File: config.mk
export PLATFORM = sky130hd
export DESIGN_NAME = dme_entry_ctrl
export DESIGN_NICKNAME = d
export VERILOG_FILES = /design/src/hw/dme_pkg.sv /design/src/hw/dme_entry_ctrl.sv /design/src/hw/dme_sync.sv /design/src/hw/dme_bp_track.sv
export SDC_FILE = /design/constraint.sdc
export NUM_CORES = 1
export LEC_CHECK = 0
export ABC_AREA = 1
export BUFFER_PORTS_ARGS = -buffer_cell sky130_fd_sc_hd__buf_2
export CAP_MARGIN = 20
export CORE_ASPECT_RATIO = 0.6
export CORE_MARGIN = 10
export CORE_UTILIZATION = 49
export DETAILED_ROUTE_END_ITERATION = 8
export PLACE_DENSITY = 0.85
export SLEW_MARGIN = 30
export SYNTH_ARGS = -nofsm -noshare
export SYNTH_HDL_FRONTEND = slang
export SYNTH_SLANG_ARGS = --single-unit
File: constraint.sdc
create_clock -name clock -period 4.2 [get_ports clock]
set_input_delay 0.42 -clock clock [delete_from_list [all_inputs] [get_ports clock]]
set_output_delay 0.42 -clock clock [all_outputs]
set_load 0.01 [all_outputs]
File: src/hw/dme_pkg.sv
package dme_pkg;

  // opcode decoding constants
  localparam logic [15:0] OP_BACKGROUND   = 16'h4AFA;
  localparam logic [15:0] OP_SOFT_BREAKPOINT_REQUEST_N_LO = 16'h4848;
  localparam logic [15:0] OP_SOFT_BREAKPOINT_REQUEST_N_HI = 16'h484F;

  // exception vectors; the two unimplemented-class vectors are plain defaults
  localparam logic [7:0] VEC_HW_BREAKPOINT = 8'h0C;
  localparam logic [7:0] VEC_ILLEGAL       = 8'h04;
  localparam logic [7:0] VEC_LINE_A        = 8'h0A;
  localparam logic [7:0] VEC_LINE_F        = 8'h0B;
  localparam logic [7:0] VEC_TRACE         = 8'h09;

  // entry-source codes written to the temporary register
  localparam logic [15:0] SRC_DBF_LOW   = 16'hFFFF;
  localparam logic [31:0] SRC_BACKGROUND_ENTRY_OPCODE_CODE = 32'h0000_0001;
  localparam logic [31:0] SRC_HW_CODE   = 32'h0000_0000;

  // reset values
  localparam logic       DEBUG_EN_RESET = 1'b0;
  localparam logic [1:0] SYNC_RESET     = 2'b11;

  // core controller states
  typedef enum logic [3:0] {
    DME_RUN    = 4'b0001,
    DME_FREEZE = 4'b0010,
    DME_SERIAL = 4'b0100,
    DME_HALTED = 4'b1000
  } dme_state_t;

  // instruction events from the core sequencer
  typedef struct packed {
    logic        decode_valid;
    logic [15:0] opcode;
    logic        insn_start;
    logic        pipe_advance;
    logic        insn_done;
    logic        flow_change;
    logic        double_fault;
    logic [15:0] fault_status_word;
  } dme_core_evt_t;

  // bus cycle tagging from the bus controller
  typedef struct packed {
    logic cycle_end;
    logic is_prefetch;
    logic pipe_load;
    logic flush;
  } dme_bus_evt_t;

  // exception request to the core
  typedef struct packed {
    logic       take;
    logic [7:0] vector;
    logic       opcode_subst;
  } dme_exc_t;

endpackage

File: src/hw/dme_entry_ctrl.sv
`timescale 1ns/1ps
`default_nettype none
module dme_entry_ctrl
  import dme_pkg::*;
(
  // clock and reset
  input  wire logic          clock,
  input  wire logic          rst,
  // breakpoint request pin, shared by external and on-chip requesters
  input  wire logic          breakpoint_request_n,
  // core and bus events
  input  wire dme_core_evt_t core,
  input  wire dme_bus_evt_t  bus,
  // trace controls from the status register
  input  wire logic          trace_enable,
  input  wire logic          trace_flow_only,
  // resume command decoded by the serial command engine
  input  wire logic          resume_cmd,
  // core control
  output logic               exec_suspend,
  output logic               fetch_enable,
  output logic               breakpoint_request_n_ack_cycle,
  output dme_exc_t           exc,
  // debug status
  output logic               freeze,
  output logic               serial_enable,
  output logic               debug_enabled,
  output logic [31:0]        temp_address_reg,
  // pipeline tracking pins
  output logic               pipe_advance_flag,
  output logic               fetch_flush_flag
);

  logic       bp_sync_n;
  logic       bp_ack;
  logic       rst_seen;
  logic       next_rst_seen;
  logic       next_debug_enabled;
  dme_state_t state;
  dme_state_t next_state;
  logic [31:0] next_temp;
  dme_exc_t   next_exc;
  logic       next_ack_cycle;
  logic       next_pipe;
  logic       next_fetch;
  logic       is_background_entry_opcode;
  logic       is_soft_bp;
  logic       is_line_a;
  logic       is_line_f;

  // opcode class decode, shared by several decisions below
  function automatic logic in_range(input logic [15:0] op,
                                    input logic [15:0] lo,
                                    input logic [15:0] hi);
    in_range = (op >= lo) && (op <= hi);
  endfunction

  // request pin is asynchronous to the core clock
  dme_sync u_bp_sync (
    .clock    (clock),
    .rst      (rst),
    .async_in (breakpoint_request_n),
    .sync_out (bp_sync_n)
  );

  // external and peripheral requests arrive on one line, one path
  dme_bp_track u_bp_track (
    .clock  (clock),
    .rst    (rst),
    .bp_req (~bp_sync_n & (state == DME_RUN)),
    .bus    (bus),
    .bp_ack (bp_ack)
  );

  assign is_background_entry_opcode    = core.decode_valid && (core.opcode == OP_BACKGROUND);
  assign is_soft_bp = core.decode_valid && in_range(core.opcode, OP_SOFT_BREAKPOINT_REQUEST_N_LO, OP_SOFT_BREAKPOINT_REQUEST_N_HI);
  assign is_line_a  = core.decode_valid && in_range(core.opcode, 16'hA000, 16'hAFFF);
  assign is_line_f  = core.decode_valid && in_range(core.opcode, 16'hF000, 16'hFFFF);

  // enable latch: captured on the first clock after reset release, so the
  // flop itself resets to a constant and the pin level is taken clocked
  always_comb
  begin
    next_rst_seen      = 1'b1;
    next_debug_enabled = debug_enabled;
    if (!rst_seen)
      next_debug_enabled = ~bp_sync_n;            // low enables until next reset
  end

  always_ff @(posedge clock or posedge rst)
  begin
    if (rst)
    begin
      rst_seen      <= 1'b0;
      debug_enabled <= DEBUG_EN_RESET;
    end
    else
    begin
      rst_seen      <= next_rst_seen;
      debug_enabled <= next_debug_enabled;
    end
  end

  // entry source routing and the debug state machine
  always_comb
  begin
    next_state     = state;
    next_temp      = temp_address_reg;
    next_exc       = '0;
    next_ack_cycle = 1'b0;
    unique case (state)
      DME_RUN:
      begin
        if (core.double_fault)
        begin
          if (debug_enabled)
          begin
            next_state = DME_FREEZE;
            next_temp  = {core.fault_status_word, SRC_DBF_LOW};
          end
          else
            next_state = DME_HALTED;                                 // stop until reset
        end
        else if (bp_ack)
        begin
          if (debug_enabled)
          begin
            next_state = DME_FREEZE;                                 // no acknowledge cycle
            next_temp  = SRC_HW_CODE;
          end
          else
          begin
            next_ack_cycle = 1'b1;
            next_exc.take   = 1'b1;
            next_exc.vector = VEC_HW_BREAKPOINT;
          end
        end
        else if (is_background_entry_opcode)
        begin
          if (debug_enabled)
          begin
            next_state = DME_FREEZE;
            next_temp  = SRC_BACKGROUND_ENTRY_OPCODE_CODE;
          end
          else
          begin
            next_exc.take   = 1'b1;
            next_exc.vector = VEC_ILLEGAL;
          end
        end
        else if (is_soft_bp)
        begin
          // never a debug entry, whatever the enable says
          next_exc.take         = 1'b1;
          next_exc.vector       = VEC_ILLEGAL;
          next_exc.opcode_subst = 1'b1;
        end
        else if (is_line_a || is_line_f)
        begin
          next_exc.take   = 1'b1;
          next_exc.vector = is_line_a ? VEC_LINE_A : VEC_LINE_F;
        end
        else if (trace_enable && core.insn_done && (!trace_flow_only || core.flow_change))
        begin
          next_exc.take   = 1'b1;
          next_exc.vector = VEC_TRACE;
        end
      end
      DME_FREEZE:
        next_state = DME_SERIAL;                                     // halt shown before serial
      DME_SERIAL:
        if (resume_cmd)
          next_state = DME_RUN;
      DME_HALTED:
        next_state = DME_HALTED;
    endcase
  end

  always_ff @(posedge clock or posedge rst)
  begin
    if (rst)
    begin
      state            <= DME_RUN;
      temp_address_reg <= '0;
      exc              <= '0;
      breakpoint_request_n_ack_cycle   <= 1'b0;
    end
    else
    begin
      state            <= next_state;
      temp_address_reg <= next_temp;
      exc              <= next_exc;
      breakpoint_request_n_ack_cycle   <= next_ack_cycle;
    end
  end

  // status decode straight from the one-hot state
  assign freeze        = (state == DME_FREEZE) || (state == DME_SERIAL);
  assign serial_enable = (state == DME_SERIAL);
  assign exec_suspend  = (state != DME_RUN);
  // freeze drops with the return to run, and fetch restarts in that same cycle
  assign fetch_enable  = (state == DME_RUN);

  // tracking pins are registered; while serial owns the pins they hold low
  always_comb
  begin
    next_pipe  = 1'b0;
    next_fetch = 1'b0;
    if (next_state == DME_RUN)
    begin
      next_pipe  = core.insn_start || core.pipe_advance;
      next_fetch = (bus.cycle_end && bus.pipe_load) || bus.flush;
    end
  end

  always_ff @(posedge clock or posedge rst)
  begin
    if (rst)
    begin
      pipe_advance_flag <= 1'b0;
      fetch_flush_flag  <= 1'b0;
    end
    else
    begin
      pipe_advance_flag <= next_pipe;
      fetch_flush_flag  <= next_fetch;
    end
  end

endmodule
`default_nettype wire

File: src/hw/dme_sync.sv
`timescale 1ns/1ps
`default_nettype none
module dme_sync
  import dme_pkg::*;
(
  // clock and reset
  input  wire logic clock,
  input  wire logic rst,
  // asynchronous level in, synchronised level out
  input  wire logic async_in,
  output logic      sync_out
);

  logic [1:0] stages;
  logic [1:0] next_stages;

  // the first stage feeds only the second
  always_comb
  begin
    next_stages = {stages[0], async_in};
  end

  // no reset on purpose: the stages must follow the pin while reset is held,
  // otherwise a level set up before release could never reach the enable latch
  always_ff @(posedge clock)
  begin
    stages <= next_stages;
  end

  assign sync_out = stages[1];

endmodule
`default_nettype wire

File: src/hw/dme_bp_track.sv
`timescale 1ns/1ps
`default_nettype none
module dme_bp_track
  import dme_pkg::*;
(
  // clock and reset
  input  wire logic         clock,
  input  wire logic         rst,
  // synchronised breakpoint request, active high here
  input  wire logic         bp_req,
  input  wire dme_bus_evt_t bus,
  // acknowledged breakpoint, one-cycle pulse
  output logic              bp_ack
);

  logic pending;
  logic next_pending;
  logic next_ack;
  logic ack_q;

  // a prefetch tag is held until the pipeline either uses or flushes it
  always_comb
  begin
    next_pending = pending;
    next_ack     = 1'b0;
    if (bus.flush)
      next_pending = 1'b0;                        // flushed prefetch: ignored
    else if (pending && bus.pipe_load)
    begin
      next_ack     = 1'b1;
      next_pending = 1'b0;
    end
    if (bus.cycle_end && bp_req)
    begin
      if (bus.is_prefetch)
        next_pending = 1'b1;
      else
        next_ack = 1'b1;                          // operand tag always taken
    end
  end

  always_ff @(posedge clock or posedge rst)
  begin
    if (rst)
    begin
      pending <= 1'b0;
      ack_q   <= 1'b0;
    end
    else
    begin
      pending <= next_pending;
      ack_q   <= next_ack;
    end
  end

  assign bp_ack = ack_q;

endmodule
`default_nettype wire

### After elaboration in Yosys (flattened, before gate mapping)

Index checks and enable logic that the tools add are counted.

| cells by class | value |
|---|---|
| order comparisons | 6 |
| eq/ne operators | 10 |
| mux-type cells | 40 |
| bitwise operators | 2 |
| reduce and logical (&&, ||, !) cells | 20 |

Operators with widths:

| operator | count |
|---|---|
| 32-bit 2-to-1 mux | 6 |
| 9-bit 2-to-1 mux | 7 |
| 16-bit >= comparator (second input constant) | 2 |
| 16-bit <= comparator (second input constant) | 2 |
| 4-bit 2-to-1 mux | 6 |
| 10-bit 2-to-1 mux | 2 |
| 1-bit 2-to-1 mux | 18 |
| 16-bit by 15-bit equality test with 1-bit output (second input constant) | 1 |
| 16-bit by 15-bit >= comparator with 1-bit output (second input constant) | 1 |
| 16-bit by 15-bit <= comparator with 1-bit output (second input constant) | 1 |
| 4-bit case mux with 4 select lines | 1 |
| 1-bit logical AND | 12 |
| 4-bit by 1-bit equality test with 1-bit output (second input constant) | 2 |
| 1-bit logical OR | 5 |
| 5-bit AND reduction | 1 |
| 4-bit by 2-bit equality test with 1-bit output (second input constant) | 1 |
| 4-bit by 3-bit equality test with 1-bit output (second input constant) | 1 |
| 4-bit equality test (second input constant) | 1 |
| 2-bit != test (second input constant) | 2 |
| 4-bit by 1-bit != test with 1-bit output (second input constant) | 1 |
| 3-bit nonzero test | 1 |
| 2-bit by 1-bit != test with 1-bit output (second input constant) | 1 |
| 1-bit AND | 1 |
| 1-bit zero test | 1 |
| 1-bit NOT | 1 |

| storage, ports and cells | value |
|---|---|
| register bits | 55 |
| input port bits | 48 |
| output and inout port bits | 50 |

### Longest topological paths before layout

| logic depth | value |
|---|---|
| depth in word-level cells | 10 |
| mapped depth | 10 |

### Cells and area by module

A second synthesis with hierarchy kept.

| second synthesis, totals | value |
|---|---|
| cell total of the unflattened synthesis | 240 |
| area total of the unflattened synthesis | 1976.9 sq um |

By module, submodules not included:

| module | times used | cells an instance | area each (sq um) |
|---|---|---|---|
| dme_entry_ctrl | 1 | 226 | 1844.3 |
| dme_bp_track | 1 | 12 | 92.6 |
| dme_sync | 1 | 2 | 40.0 |

### Least setup slack after synthesis

Ideal clock, no wire load.

| timing path | value |
|---|---|
| path kind | register to register |
| from | reg state[0] |
| to | reg temp_address_reg[15] |
| setup time | 119 ps |
| arrival | 1338 ps |
| data required time | 4081 ps |
| slack | 2742 ps |
| cell stages (with the launch flop) | 7 |
| buffers on the path | 1 |
| cells stage by stage | dfstp_2 inv_1 nor3_4 nand3_4 buf_6 nand2_1 o21ai_2 |

| between the ends | value |
|---|---|
| cells in the longest elaborated chain, start to end | 2 |

Ends and longest elaborated chain:

| item | line | RTL |
|---|---|---|
| start: declaration | dme_entry_ctrl.sv:39 | `dme_state_t state;` |
| start signal: assignment | dme_entry_ctrl.sv:190 | `state <= next_state;` |
| 4-bit by 1-bit equality test with 1-bit output | n/a |  |
| net fetch_enable | dme_entry_ctrl.sv:21 | `output logic fetch_enable,` |
| 5-bit AND reduction (no line) | n/a |  |
| end signal: assignment | dme_entry_ctrl.sv:191 | `temp_address_reg <= next_temp;` |
| end: declaration | dme_entry_ctrl.sv:28 | `output logic [31:0] temp_address_reg,` |

The timed path passes the listed nets, and every way through them passes these cells.
A chain may end at the register's enable or synchronous reset.

### Worst setup path in the final report

| timing path | value |
|---|---|
| from | reg state[0] |
| to | out exec_suspend |

| between the ends | value |
|---|---|
| cells in the longest elaborated chain, start to end | 1 |

Ends and longest elaborated chain:

| item | line | RTL |
|---|---|---|
| 4-bit by 1-bit != test with 1-bit output | dme_entry_ctrl.sv:200 | `assign exec_suspend = (state != DME_RUN);` |
| end: declaration | dme_entry_ctrl.sv:20 | `output logic exec_suspend,` |

No other way between the ends.

==> summary.txt <==
Outcome
  • Status: finished clean

Floorplanning
  • FP Rows: 17
  • Total die area: 0.00706 mm²
  • Die width: 102 µm
  • Io pins: 98
  • Initial Utilization: 0.525
  • Core area: 0.00376 mm²
  • Die Height: 69.2 µm

Global route
  • First-pass GRT wire length: 7820 µm
  • Largest net degree at the start of global routing: 37
  • Antenna violations before repair: 0
  • Total Routing Usage GR: 0.136
  • Vias in the first global route: 1632
  • Grt ovf: 0

Synthesis
  • Main combinational cell family by area after synthesis: simple AND/OR/NAND/NOR gates
  • Register area share after synthesis: 0.464
  • Yosys Warn Count: 0
  • Synth Area in Adders: 0
  • Ys async rst share: 0.946
  • Post-synthesis mux area share: 0
  • Post-synthesis register bit count: 37
  • Synth Instances: 229
  • Syn Area/Cell: 8.63 µm²
  • Most common flop cell mapped by yosys: dfrtp_1
  • Simple logic cell fraction of the synthesized area: 0.281
  • Post-synthesis cell type count: 28
  • Xor/xnor share of the synthesized area: 0
  • Number of flops mapped to enable cells by yosys: 0
  • Post-synthesis compound-gate area fraction: 0.115
  • Mapped Area: 0.00198 mm²

Run
  • Max_cap viols: 0

STA
  • Setup Skew: 5.99 ps
  • Worst hold slack: 210 ps
  • Fin. max-slew vios: 0
  • Final hold violation count: 0
  • Sum of negative setup slack: 0 ps
  • Final setup vio count: 0
  • F_max: 530 MHz
  • Slew HR: 0.666
  • Final worst setup slack: 2310 ps
  • Tightest Pin Transition: 502 ps
  • Crit share post-route: 0.449
  • RSZ-0062 raised after global routing: false
  • Fin crit period: 1890 ps

Clock tree
  • Clock Pin Slew Worst Setup and Hold Paths: 70 ps
  • CTS tree: yes
  • Setup Buffers After CTS: 0
  • TritonCTS Sinks: 37
  • Max H-tree Level: 2
  • Clk Latency, worst-skew pair: 280 ps
  • Hold Buf Count CTS: 0
  • Num CTS Buffers: 5
  • Max clock buf depth: 2
  • Clock root cell: clkbuf_8
  • Post-CTS sizing: 0

Cells and area
  • Fillers: 343
  • Area growth from synthesis to layout: 24.4%
  • Final net count: 358
  • Antenna Cells: 0
  • Layout cells sized above 1: 0.450
  • Register area: 917 µm²
  • Max reg flops: 18
  • Post-route insts no fill: 358
  • Area of the multi-input gates: 802 µm²

Setup path
  • CP cell instances: inv_1 > nor3_4 > inv_2 > buf_2
  • FF-to-FF path depth: 5
  • Worst path arrival time: 1470 ps
  • WP data required: 3780 ps
  • Crit path max fanout: 6
  • Kind of end point of the critical path: primary output
  • CP max stage cell: dfstp_2
  • WS Path Type: flip-flop to primary output
  • Slowest stage delay, CP: 560 ps
  • Crit path launch type: flip-flop

Pwr
  • Reg power frac: 0.492
  • PD cells: 299 mW/mm²
  • Switching share of power: 0.215
  • P_int: 0.576 mW
  • Combinational share of power: 0.084
  • Max VDD drop: 171 µV
  • Psw: 0.158 mW
  • Leak: 1.38 nW
  • Clock power frac: 0.424
  • Total power: 0.734 mW

Placed design
  • Placed insts: 350
  • Pre-CTS setup slack: 2250 ps
  • GPL Wtd Cong: 0.821
  • DP HPWL: 4090 µm
  • Port Buffer Count: 93

Route
  • Starting DRT DRC Count: 94
  • Detail Route Antenna Nets: 0
  • Via density per instance: 4.73
  • Wirelength, routed: 4990 µm
  • Via count: 1693
  • Avg WL per Cell: 13.9 µm
  • First-pass iteration count of the detailed router: 4
  • DR DRC count: 0

Worst hold path
  • Worst min-delay path class: input pin to asynchronous set/reset pin
## metal layers
| metal | wire length [µm] | track usage | share of wire | up-vias |
|---|---|---|---|---|
| met5 | 0 | 0 | 0 | - |
| met4 | 8 | 0.0355 | 0.0016 | 0 |
| met3 | 485 | 0.0665 | 0.097 | 2 |
| met2 | 2350 | 0.211 | 0.47 | 58 |
| met1 | 2150 | 0.163 | 0.43 | 763 |
| li1 | - | - | - | 870 |
## area by class of cell
| class | instances | share of cell area |
|---|---|---|
| Sequential cell | 37 | 0.373 |
| Multi-Input combinational cell | 148 | 0.326 |
| Timing Repair Buffer | 94 | 0.192 |
| Inverter | 24 | 0.0367 |
| Clock buffer | 7 | 0.0351 |
| Tap cell | 47 | 0.0239 |
| Clock inverter | 1 | 0.0122 |
## power by group through the flow
stage                     Clock, mW  Sequential [mW]  Combinational (mW)
final                         0.311            0.361              0.0615
after global routing          0.335            0.361              0.0695
after CTS                     0.319            0.361              0.0623
after detailed placement          0            0.368              0.0622
after global placement            0            0.368              0.0606
after floorplan                   0            0.368              0.0324
## final timing paths
path                                             startpoint                                to  slack (ps)
worst max-delay path                     state[0]$_DFF_PP1_                      exec_suspend        2310
worst min-delay path                                    rst       pipe_advance_flag$_DFF_PP0_         210
worst max register to register           state[0]$_DFF_PP1_  temp_address_reg[25]$_DFFE_PP0P_        2470
worst min register to register  u_bp_sync.stages[0]$_DFF_P_       u_bp_sync.stages[1]$_DFF_P_         330
max in group asynchronous                               rst                state[0]$_DFF_PP1_        3640
min in group clock                     breakpoint_request_n       u_bp_sync.stages[0]$_DFF_P_         240
## cells in the final DEF, fill, tap and decap left out, drive strengths merged, types with 2 or more instances in the layout
master and count:
clkbuf 7, nand3 14, inv 24, a21oi 5
buf 94, nor2 20, o21ai 24, dfxtp 2
dfrtp 34, nor3 8, conb 5, nand4 6
nand2 63
## through the flow
step | area, µm² | utilization
floorplan | 1990 | -
global placement | 2340 | 0.622
detailed placement | 2340 | 0.622
CTS | 2460 | 0.653
global route | 2460 | 0.653
finish | 2460 | 0.653
## cells in the mapped netlist, drive strengths merged (2+ instances only)
| master | count | share of area |
|---|---|---|
| conb | 2 | 0.0038 |
| inv | 24 | 0.046 |
| nand3 | 14 | 0.047 |
| dfxtp | 2 | 0.020 |
| o21ai | 24 | 0.095 |
| nor2 | 20 | 0.051 |
| a21oi | 5 | 0.013 |
| buf | 22 | 0.088 |
| nor3 | 8 | 0.032 |
| nand2 | 63 | 0.13 |
| nand4 | 6 | 0.022 |
| dfrtp | 34 | 0.43 |
## worst max-delay path, delay by kind of cell, from the launching register on
kind | cells | cell delay [ps]
buffers and inverters | 3 | 350
DFF | 1 | 560
and+or+nand+nor | 1 | 280
## logic make-up (layout without fill, tap and decap cells)
kind of cell | after synthesis | count (layout)
AO/OA/AOI/OAI | 31 | 31
other | 2 | 5
flip-flops | 37 | 37
buffers and inverters | 47 | 126
AND/OR/NAND/NOR | 112 | 112
No activity file was read; power rests on OpenSTA's default activity.
